File: config.mk
export PLATFORM = sky130hd
export DESIGN_NAME = ncom_top
export DESIGN_NICKNAME = d
export VERILOG_FILES = /design/src/hdl/ncom_top.v
export VERILOG_INCLUDE_DIRS = /design/src /design/src/inc
export SDC_FILE = /design/constraint.sdc
export NUM_CORES = 1
export LEC_CHECK = 0
export BUFFER_PORTS_ARGS = -buffer_cell sky130_fd_sc_hd__buf_2
export CAP_MARGIN = 20
export CORE_MARGIN = 2
export CORE_UTILIZATION = 25
export CTS_CLUSTER_DIAMETER = 120
export DETAILED_ROUTE_END_ITERATION = 16
export PLACE_DENSITY = 0.49
export SLEW_MARGIN = 10
export SYNTH_ARGS = -nofsm -noshare
export SYNTH_HDL_FRONTEND = slang
export SYNTH_SLANG_ARGS = --single-unit
File: constraint.sdc
create_clock -name CLOCK -period 4.7 [get_ports CLOCK]
set_clock_uncertainty 0.15 [all_clocks]
set_input_delay 0.94 -clock CLOCK [delete_from_list [all_inputs] [get_ports CLOCK]]
set_output_delay 0.94 -clock CLOCK [all_outputs]
set_load 0.01 [all_outputs]
File: src/inc/ncom_defines.vh
/*
 Constants for the operating-mode controller: register offsets,
 field positions, encodings and reset values.
 Assumes inclusion by bare name from the design file.
*/
`ifndef NCOM_DEFINES_VH
`define NCOM_DEFINES_VH

// Register byte offsets
`define NCOM_MODE_REQ 8'h00
`define NCOM_FUNC_REQ 8'h04
`define NCOM_CHAN_CTRL 8'h08
`define NCOM_CMD 8'h0c
`define NCOM_MODE_STAT 8'h10
`define NCOM_FUNC_STAT 8'h14
`define NCOM_CHAN_STAT 8'h18
`define NCOM_IRQ_STAT 8'h1c
`define NCOM_IRQ_MASK 8'h20

// Mode request / check-back bits
`define NCOM_B_AUTO 0
`define NCOM_B_SBE 1
`define NCOM_B_JOG 2
`define NCOM_B_READY 3
// Channel control bits
`define NCOM_B_STOP_BEND 0
`define NCOM_B_STOP 1
`define NCOM_B_STOP_AXSP 2
`define NCOM_B_BLOCKED 4
// Command bits
`define NCOM_B_START 0
`define NCOM_B_RESET 7
// Channel status bits
`define NCOM_B_ACTIVE 5
`define NCOM_B_INTERR 6
`define NCOM_B_CHRESET 7
// Interrupt status bits
`define NCOM_I_MODE_ERR 0
`define NCOM_I_RESET_DONE 1
`define NCOM_I_MODE_CHG 2
`define NCOM_I_PROG_DONE 3
`define NCOM_IRQ_W 4

// Mode encodings
`define NCOM_M_AUTO 2'h0
`define NCOM_M_SBE 2'h1
`define NCOM_M_JOG 2'h2
// Origin of an interrupted manual jog
`define NCOM_O_NONE 2'h0
`define NCOM_O_AUTO 2'h1
`define NCOM_O_SBE 2'h2

// Reset values
`define NCOM_MODE_RST 2'h0
`define NCOM_MASK_RST 4'h0

// Bus responses
`define NCOM_OKAY 2'h0
`define NCOM_SLVERR 2'h2

`endif

File: src/hdl/ncom_top.v
/*
 Operating-mode controller of one machining channel, with an AXI4-Lite
 register slave and a level interrupt.
 Assumes all inputs synchronous to CLOCK; BLOCK_DONE is a one-cycle pulse
 from the interpolator, MOTION_IDLE a level from the drives.
*/
// Chosen here: the AXI4-Lite register port and the register addresses.
// Functional notes
// Priority: manual jog, single block, automatic
// Controller requests mode through selection byte
// Active mode reported in check-back byte
// Jog machine function selected and reported
// Per-function check-back bit refreshed every cycle
// Three stop inputs stop axes or spindle
// Reset aborts the active part program
// Reset stops preparation, motion, aux, pointers, alarms
// Channel-reset bit set when reset completes
// Ready bit in mode check-back byte
// Mode change only when channel not active
// Channel reset allows any mode change
// Interrupted channel allows only listed transitions
// Rejected change raises clearable error flag
// Blocked input suppresses mode change requests
// Jog moves by keys, ignores interlocks
// Single block runs one block; automatic whole program
// No valid request keeps current mode
`timescale 1ns/1ps
`include "ncom_defines.vh"

module ncom_top
(
	input wire CLOCK,
	input wire RST_B,
	input wire [7:0] S_AXI_AWADDR,
	input wire S_AXI_AWVALID,
	output reg S_AXI_AWREADY,
	input wire [31:0] S_AXI_WDATA,
	input wire [3:0] S_AXI_WSTRB,
	input wire S_AXI_WVALID,
	output reg S_AXI_WREADY,
	output reg [1:0] S_AXI_BRESP,
	output reg S_AXI_BVALID,
	input wire S_AXI_BREADY,
	input wire [7:0] S_AXI_ARADDR,
	input wire S_AXI_ARVALID,
	output reg S_AXI_ARREADY,
	output reg [31:0] S_AXI_RDATA,
	output reg [1:0] S_AXI_RRESP,
	output reg S_AXI_RVALID,
	input wire S_AXI_RREADY,
	input wire BLOCK_DONE,
	input wire PROG_END,
	input wire MOTION_IDLE,
	input wire INTERLOCK,
	output reg PREP_RUN,
	output reg FEED_EN,
	output reg MANUAL_SRC,
	output reg AXES_STOP,
	output reg SPINDLE_STOP,
	output reg AUX_SUPPRESS,
	output reg PTR_RESET,
	output reg ALARM_CLR,
	output reg [7:0] AXIS_FUNC,
	output reg IRQ
);

	localparam CH_RESET = 2'h0;
	localparam CH_ACTIVE = 2'h1;
	localparam CH_INTERR = 2'h2;
	localparam CH_RSEQ = 2'h3;

	// Lowest set bit wins, result one-hot
	function [7:0] first_bit;
		input [7:0] v;
		integer i;
		begin
			first_bit = 8'h00;
			for (i = 7; i >= 0; i = i - 1)
				if (v[i])
					first_bit = 8'h01 << i;
		end
	endfunction

	reg [2:0] mode_sel;
	reg [7:0] func_sel;
	reg [4:0] chan_ctrl;
	reg [3:0] irq_stat;
	reg [3:0] irq_mask;
	reg [1:0] mode;
	reg [1:0] origin;
	reg [1:0] chan;
	reg aw_held;
	reg w_held;
	reg [7:0] aw_addr;
	reg [31:0] w_data;
	reg [3:0] w_strb;
	reg mode_wr;
	reg start_cmd;
	reg reset_cmd;
	reg [1:0] req_mode;
	reg req_valid;
	reg allowed;
	reg [3:0] ev;
	reg [1:0] stop_cnt;
	wire wr_go;
	wire [2:0] mode_1h;
	wire [7:0] ch_stat;
	wire stop_any;
	wire stop_now;

	assign wr_go = aw_held & w_held & ~S_AXI_BVALID;
	assign mode_1h = (mode == `NCOM_M_JOG) ? 3'h4 : (mode == `NCOM_M_SBE) ? 3'h2 : 3'h1;
	assign ch_stat = {chan == CH_RESET, chan == CH_INTERR, chan == CH_ACTIVE, 5'h00};
	assign stop_any = |chan_ctrl[2:0];
	// Stops that act at once; stop at block end lets the block finish
	assign stop_now = chan_ctrl[`NCOM_B_STOP] | chan_ctrl[`NCOM_B_STOP_AXSP];

	// jog over single block over automatic
	always @*
	begin
		req_valid = |mode_sel;
		if (mode_sel[`NCOM_B_JOG])
			req_mode = `NCOM_M_JOG;
		else if (mode_sel[`NCOM_B_SBE])
			req_mode = `NCOM_M_SBE;
		else
			req_mode = `NCOM_M_AUTO;
	end

	// any change while in channel reset
	always @*
	begin
		allowed = 1'b0;
		case (chan)
			CH_RESET:
				allowed = 1'b1;
			CH_INTERR:
			begin
				// interrupted channel transition table
				if (mode != `NCOM_M_JOG)
					allowed = (req_mode == `NCOM_M_JOG);
				else if (origin == `NCOM_O_AUTO)
					allowed = (req_mode == `NCOM_M_AUTO);
				else if (origin == `NCOM_O_SBE)
					allowed = (req_mode == `NCOM_M_SBE);
			end
			// active channel refuses any change
			CH_ACTIVE:
				allowed = 1'b0;
			default:
				allowed = 1'b0;
		endcase
	end

	// Number of asserted stop inputs
	always @*
	begin
		stop_cnt = {1'b0, chan_ctrl[0]} + {1'b0, chan_ctrl[1]};
		stop_cnt = stop_cnt + {1'b0, chan_ctrl[2]};
	end

	// Bus write channel: address and data taken in either order
	always @(posedge CLOCK or negedge RST_B)
	begin
		if (!RST_B)
		begin
			aw_held <= 1'b0;
			w_held <= 1'b0;
			aw_addr <= 8'h00;
			w_data <= 32'h00000000;
			w_strb <= 4'h0;
			S_AXI_AWREADY <= 1'b0;
			S_AXI_WREADY <= 1'b0;
			S_AXI_BVALID <= 1'b0;
			S_AXI_BRESP <= `NCOM_OKAY;
		end
		else
		begin
			S_AXI_AWREADY <= ~aw_held & ~(S_AXI_AWVALID & S_AXI_AWREADY);
			S_AXI_WREADY <= ~w_held & ~(S_AXI_WVALID & S_AXI_WREADY);
			if (S_AXI_AWVALID & S_AXI_AWREADY)
			begin
				aw_held <= 1'b1;
				aw_addr <= S_AXI_AWADDR;
			end
			if (S_AXI_WVALID & S_AXI_WREADY)
			begin
				w_held <= 1'b1;
				w_data <= S_AXI_WDATA;
				w_strb <= S_AXI_WSTRB;
			end
			if (wr_go)
			begin
				aw_held <= 1'b0;
				w_held <= 1'b0;
				S_AXI_BVALID <= 1'b1;
				S_AXI_BRESP <= (aw_addr <= `NCOM_IRQ_MASK && aw_addr[1:0] == 2'h0
					&& aw_addr != `NCOM_MODE_STAT && aw_addr != `NCOM_FUNC_STAT
					&& aw_addr != `NCOM_CHAN_STAT) ? `NCOM_OKAY : `NCOM_SLVERR;
			end
			else if (S_AXI_BREADY)
				S_AXI_BVALID <= 1'b0;
		end
	end

	// Read channel: answer one cycle after the address is taken
	always @(posedge CLOCK or negedge RST_B)
	begin
		if (!RST_B)
		begin
			S_AXI_ARREADY <= 1'b0;
			S_AXI_RVALID <= 1'b0;
			S_AXI_RDATA <= 32'h00000000;
			S_AXI_RRESP <= `NCOM_OKAY;
		end
		else
		begin
			S_AXI_ARREADY <= ~S_AXI_RVALID & ~(S_AXI_ARVALID & S_AXI_ARREADY);
			if (S_AXI_ARVALID & S_AXI_ARREADY)
			begin
				S_AXI_RVALID <= 1'b1;
				S_AXI_RRESP <= `NCOM_OKAY;
				case (S_AXI_ARADDR)
					`NCOM_MODE_REQ: S_AXI_RDATA <= {29'h0, mode_sel};
					`NCOM_FUNC_REQ: S_AXI_RDATA <= {24'h0, func_sel};
					`NCOM_CHAN_CTRL: S_AXI_RDATA <= {27'h0, chan_ctrl};
					`NCOM_CMD: S_AXI_RDATA <= 32'h00000000;
					// active mode and R10: ready flag
					`NCOM_MODE_STAT: S_AXI_RDATA <= {28'h0, chan != CH_RSEQ, mode_1h};
					`NCOM_FUNC_STAT: S_AXI_RDATA <= {24'h0, AXIS_FUNC};
					`NCOM_CHAN_STAT: S_AXI_RDATA <= {24'h0, ch_stat};
					`NCOM_IRQ_STAT: S_AXI_RDATA <= {28'h0, irq_stat};
					`NCOM_IRQ_MASK: S_AXI_RDATA <= {28'h0, irq_mask};
					default:
					begin
						S_AXI_RDATA <= 32'h00000000;
						S_AXI_RRESP <= `NCOM_SLVERR;
					end
				endcase
			end
			else if (S_AXI_RREADY)
				S_AXI_RVALID <= 1'b0;
		end
	end

	// Software registers and one-cycle command pulses
	always @(posedge CLOCK or negedge RST_B)
	begin
		if (!RST_B)
		begin
			mode_sel <= 3'h0;
			func_sel <= 8'h00;
			chan_ctrl <= 5'h00;
			irq_mask <= `NCOM_MASK_RST;
			mode_wr <= 1'b0;
			start_cmd <= 1'b0;
			reset_cmd <= 1'b0;
		end
		else
		begin
			mode_wr <= 1'b0;
			start_cmd <= 1'b0;
			reset_cmd <= 1'b0;
			if (wr_go)
			begin
				case (aw_addr)
					// mode selection byte written by the PLC
					`NCOM_MODE_REQ:
					begin
						mode_sel <= w_strb[0] ? w_data[2:0] : mode_sel;
						mode_wr <= w_strb[0];
					end
					// machine function selection byte
					`NCOM_FUNC_REQ: func_sel <= w_strb[0] ? w_data[7:0] : func_sel;
					`NCOM_CHAN_CTRL: chan_ctrl <= w_strb[0] ? w_data[4:0] : chan_ctrl;
					`NCOM_CMD:
					begin
						start_cmd <= w_strb[0] & w_data[`NCOM_B_START];
						reset_cmd <= w_strb[0] & w_data[`NCOM_B_RESET];
					end
					`NCOM_IRQ_MASK: irq_mask <= w_strb[0] ? w_data[3:0] : irq_mask;
					default: mode_wr <= 1'b0;
				endcase
			end
		end
	end

	// Mode and channel state machine
	always @(posedge CLOCK or negedge RST_B)
	begin
		if (!RST_B)
		begin
			mode <= `NCOM_MODE_RST;
			origin <= `NCOM_O_NONE;
			chan <= CH_RESET;
			ev <= 4'h0;
		end
		else
		begin
			ev <= 4'h0;
			// blocked input suppresses the request itself
			if (mode_wr & req_valid & ~chan_ctrl[`NCOM_B_BLOCKED] & (req_mode != mode))
			begin
				if (allowed)
				begin
					mode <= req_mode;
					ev[`NCOM_I_MODE_CHG] <= 1'b1;
					if (chan == CH_INTERR && req_mode == `NCOM_M_JOG)
						origin <= (mode == `NCOM_M_SBE) ? `NCOM_O_SBE : `NCOM_O_AUTO;
					else
						origin <= `NCOM_O_NONE;
				end
				else
					// rejection raises the error flag only
					ev[`NCOM_I_MODE_ERR] <= 1'b1;
			end
			// otherwise the active mode stays
			case (chan)
				CH_RESET, CH_INTERR:
					// no program start in jog mode
					if (start_cmd && mode != `NCOM_M_JOG && !stop_any)
						chan <= CH_ACTIVE;
				CH_ACTIVE:
					// stop at block end waits; other stops at once
					if (stop_now)
						chan <= CH_INTERR;
					else if (BLOCK_DONE)
					begin
						// single block ends after one block
						if (mode == `NCOM_M_SBE || PROG_END)
						begin
							chan <= CH_RESET;
							ev[`NCOM_I_PROG_DONE] <= 1'b1;
						end
						else if (chan_ctrl[`NCOM_B_STOP_BEND])
							chan <= CH_INTERR;
					end
				CH_RSEQ:
					// completion once motion has ceased
					if (MOTION_IDLE)
					begin
						chan <= CH_RESET;
						origin <= `NCOM_O_NONE;
						ev[`NCOM_I_RESET_DONE] <= 1'b1;
					end
				default:
					chan <= CH_RESET;
			endcase
			// reset aborts whatever is running
			if (reset_cmd)
				chan <= CH_RSEQ;
		end
	end

	// Channel outputs, all registered
	always @(posedge CLOCK or negedge RST_B)
	begin
		if (!RST_B)
		begin
			PREP_RUN <= 1'b0;
			FEED_EN <= 1'b0;
			MANUAL_SRC <= 1'b0;
			AXES_STOP <= 1'b0;
			SPINDLE_STOP <= 1'b0;
			AUX_SUPPRESS <= 1'b0;
			PTR_RESET <= 1'b0;
			ALARM_CLR <= 1'b0;
			AXIS_FUNC <= 8'h00;
		end
		else
		begin
			// reset halts preparation, motion and aux output
			PREP_RUN <= (chan == CH_ACTIVE) & ~reset_cmd;
			AUX_SUPPRESS <= (chan == CH_RSEQ) | reset_cmd;
			PTR_RESET <= reset_cmd;
			ALARM_CLR <= reset_cmd;
			// one stop halts axes; two or more, or the axes-and-spindle stop, add spindle
			// Stop at block end holds axes only once the block is done
			AXES_STOP <= (chan == CH_RSEQ) | reset_cmd | stop_now
				| ((chan != CH_ACTIVE) & (stop_cnt != 2'h0));
			SPINDLE_STOP <= (chan == CH_RSEQ) | reset_cmd | (stop_cnt >= 2'h2)
				| chan_ctrl[`NCOM_B_STOP_AXSP];
			// jog feeds from keys and ignores interlocks
			MANUAL_SRC <= (mode == `NCOM_M_JOG);
			FEED_EN <= (mode == `NCOM_M_JOG) ? (chan != CH_RSEQ)
				: (chan == CH_ACTIVE) & ~INTERLOCK & ~stop_now;
			// function check-back refreshed every cycle
			AXIS_FUNC <= (mode == `NCOM_M_JOG) ? first_bit(func_sel) : 8'h00;
		end
	end

	// Sticky events, write one to clear, set wins
	always @(posedge CLOCK or negedge RST_B)
	begin
		if (!RST_B)
		begin
			irq_stat <= 4'h0;
			IRQ <= 1'b0;
		end
		else
		begin
			if (wr_go && aw_addr == `NCOM_IRQ_STAT && w_strb[0])
				irq_stat <= (irq_stat & ~w_data[3:0]) | ev;
			else
				irq_stat <= irq_stat | ev;
			IRQ <= |(irq_stat & irq_mask);
		end
	end

endmodule

==> flow_summary.json <==
{
  "status": "finished clean",
  "synth_warnings": 0,
  "drc": 0,
  "min_path_type": "flip-flop to flip-flop",
  "ir_worst_vdd_uv": 273.2,
  "post_cts_buffers": 0,
  "critPathRequiredTime_ps": 4820,
  "place_hpwl_um": 7346,
  "start_util_pct": 25.63,
  "core_region_area_um2": 15940,
  "drv_slew": 0,
  "num_io_pins": 121,
  "wire_per_inst_um": 15.10,
  "synth-seq-cells": 87,
  "die_w_um": 131.9,
  "numCtsBuffers": 9,
  "placedCellCount": 627,
  "htreeDepth": 3,
  "fin_area_um2": 4853,
  "grt.overflow.total": 0,
  "hold_ws_ps": 272.3,
  "clkTransAtPathRegs_ps": 70,
  "dpl-instance-area_um2": 4547,
  "crit_path_end_kind": "flip-flop",
  "crit_fanout": 12,
  "async_flop_share_pct": 100.0,
  "seq_area_frac_synth_pct": 53.28,
  "synth_edf_count": 0,
  "path_cells": "buf_2 > nor4b_1 > nand3_1 > o22ai_1 > o21ai_0 > nand2_1",
  "diodes": 0,
  "cap_violations": 0,
  "numClockSinks": 87,
  "rsz0062_at_grt": "false",
  "clk_latency_ps": 340,
  "portBuffers": 67,
  "gp_congestion": 0.8436,
  "syn2layout_area_growth_pct": 18.77,
  "via_count": 2919,
  "cpPeakStageDelay_ps": 750,
  "worst-path-buf-inv": 1,
  "viasPerCell": 4.540,
  "final_nets": 489,
  "max_clock_freq_mhz": 398.7,
  "worst_slew_pin_slew_ps": 1003,
  "drive_gt1_share_pct": 30.21,
  "grt_util_all_layers_pct": 11.45,
  "finalHoldViolations": 0,
  "root_buffer": "clkbuf_16",
  "power_density_nw_per_um2": 457.0,
  "grt_pass1_vias": 2858,
  "postSynthCellCount": 356,
  "synth_cell_types": 52,
  "multi_input_comb_area_um2": 1713,
  "antenna_found_initial": 0,
  "setup_viol": 0,
  "setup_slack_ps": 2192,
  "syn_area_um2": 4086,
  "stdcell_count": 643,
  "die_y_um": 131.9,
  "grt_pass1_wl_um": 15770,
  "dr.pass1.iters": 4,
  "worstSetupPathType": "input pin to flip-flop",
  "synth_area_per_cell_um2": 11.48,
  "p_leak_nw": 2.351,
  "met3_usage_pct": 4.191,
  "grt.met1_usage_pct": 15.23,
  "rows": 46,
  "dp_slack_ps": 1880,
  "setup_tns_ps": 0,
  "drtIter0Drc": 241,
  "top_usage_layer": "met2",
  "utilization_pct": 30.44,
  "nFillCells": 1650,
  "start_kind": "input pin",
  "clock_path_buffers": 2,
  "cp_data_arrival_time_ps": 2630,
  "finalCritPeriodShare_pct": 53.37,
  "cts_tree": "done",
  "ctsResizeCount": 0,
  "ant_nets": 0,
  "p_total_mw": 2.218,
  "period_needed_ps": 2508,
  "totalWireLength_um": 9712,
  "slew_headroom_pct": 32.22,
  "dieArea_um2": 17380,
  "cpMaxStageDelayCell": "nor4b_1",
  "grt_use_met2_pct": 17.68,
  "synthFlopType": "dfrtp_1",
  "seq_area_um2": 2177,
  "path_delay_family": "simple AND/OR/NAND/NOR gates",
  "grt_max_degree": 57,
  "cts_hold_buf": 0,
  "reg2reg_setup_slack_ps": 2300
}
-- power by group --
group / total [mW] / internal, mW / switching [mW] / leakage [nW]
Combinational: 0.405 / 0.207 / 0.198 / 1.07
Clock: 0.729 / 0.428 / 0.301 / 0.145
Sequential: 1.08 / 0.910 / 0.174 / 1.13
-- placed cells by master (no fill, tap or decap), types with 3 or more instances in the layout --
master / n
inv_1: 11
o21ai_0: 6
mux2i_1: 9
nor4b_1: 6
nor3b_1: 3
nand2b_1: 9
a22o_1: 5
conb_1: 26
a21o_1: 5
a22oi_1: 9
buf_2: 66
nand2_1: 31
ha_1: 3
o22ai_1: 3
nor2_1: 20
nor2b_1: 5
mux2_2: 39
nand3_1: 5
dfrtp_1: 87
o2bb2ai_1: 4
nand3b_1: 4
a21oi_1: 10
nor4_1: 3
clkbuf_16: 9
nor3_1: 5
-- logic make-up (layout without fill, tap and decap cells) --
kind of cell	after synthesis	in the layout	synth area share (%)
muxes	48	48	12.95
AOI/OAI and AO/OA	60	60	10.53
buffers and inverters	49	95	7.104
adders and majority gates	4	4	1.409
other	1	26	0.09177
and+or+nand+nor	107	107	14.64
DFF	87	87	53.28
-- layer usage --
metal / part of all wire (%) / vias to the layer above
met3: 6.6 / 10
li1: - / 1353
met4: 1.4 / 0
met2: 46 / 112
met1: 46 / 1444
met5: 0 / -
-- flip-flops by register name, indices dropped and copies added (netlist names), 2 cells and up --
name	flops
S_AXI_RDATA	8
chan	2
irq_stat	4
AXIS_FUNC	8
aw_addr	8
mode_sel	3
w_data	8
ev	4
origin	2
irq_mask	4
chan_ctrl	5
func_sel	8
mode	2
-- final cells by class --
class / count / area share (%)
timing repair buffer: 68 / 7.115
inverter: 11 / 0.8507
sequential: 87 / 44.86
multi-input combinational: 245 / 35.29
clock inverter: 6 / 1.392
clock buffer: 10 / 4.924
tap: 216 / 5.568
-- cells in the mapped netlist, types with 3 or more instances --
cell type	n	area (µm²)
nor3b_1	3	22.52
ha_1	3	37.54
a21o_1	5	37.54
inv_1	11	41.29
mux2i_1	9	90.09
nor2_1	20	75.07
clkbuf_1	7	26.28
a22oi_1	9	67.56
nor4_1	3	18.77
nor3_1	5	25.02
a22o_1	5	43.79
nand2b_1	9	56.30
o2bb2ai_1	4	35.03
buf_2	4	20.02
o22ai_1	3	18.77
o21ai_0	6	30.03
nand3b_1	4	30.03
nand3_1	5	25.02
buf_4	27	202.7
nor4b_1	6	52.55
mux2_2	39	439.2
nor2b_1	5	31.28
nand2_1	31	116.4
dfrtp_1	87	2177
a21oi_1	10	50.05
-- worst reg2reg max path, cell delays in order, from the launching register on --
cell	delay, ps
dfrtp_1	430
inv_1	120
ha_1	460
nor2b_1	180
o21ai_0	80
a31oi_1	280
nand2_1	250
mux2_2	330
-- path summary, 6_finish.rpt --
check / cells after the start / start / to
max: 6 / S_AXI_ARADDR[4] / S_AXI_RDATA[1]
min: 1 / ev[0] / irq_stat[0]
max reg2reg: 7 / mode[0] / mode[1]
min reg2reg: 1 / ev[0] / irq_stat[0]
max in group asynchronous: 2 / RST_B / irq_mask[1]
min in group asynchronous: 1 / RST_B / S_AXI_AWREADY
No activity file was read; power rests on OpenSTA's default activity.
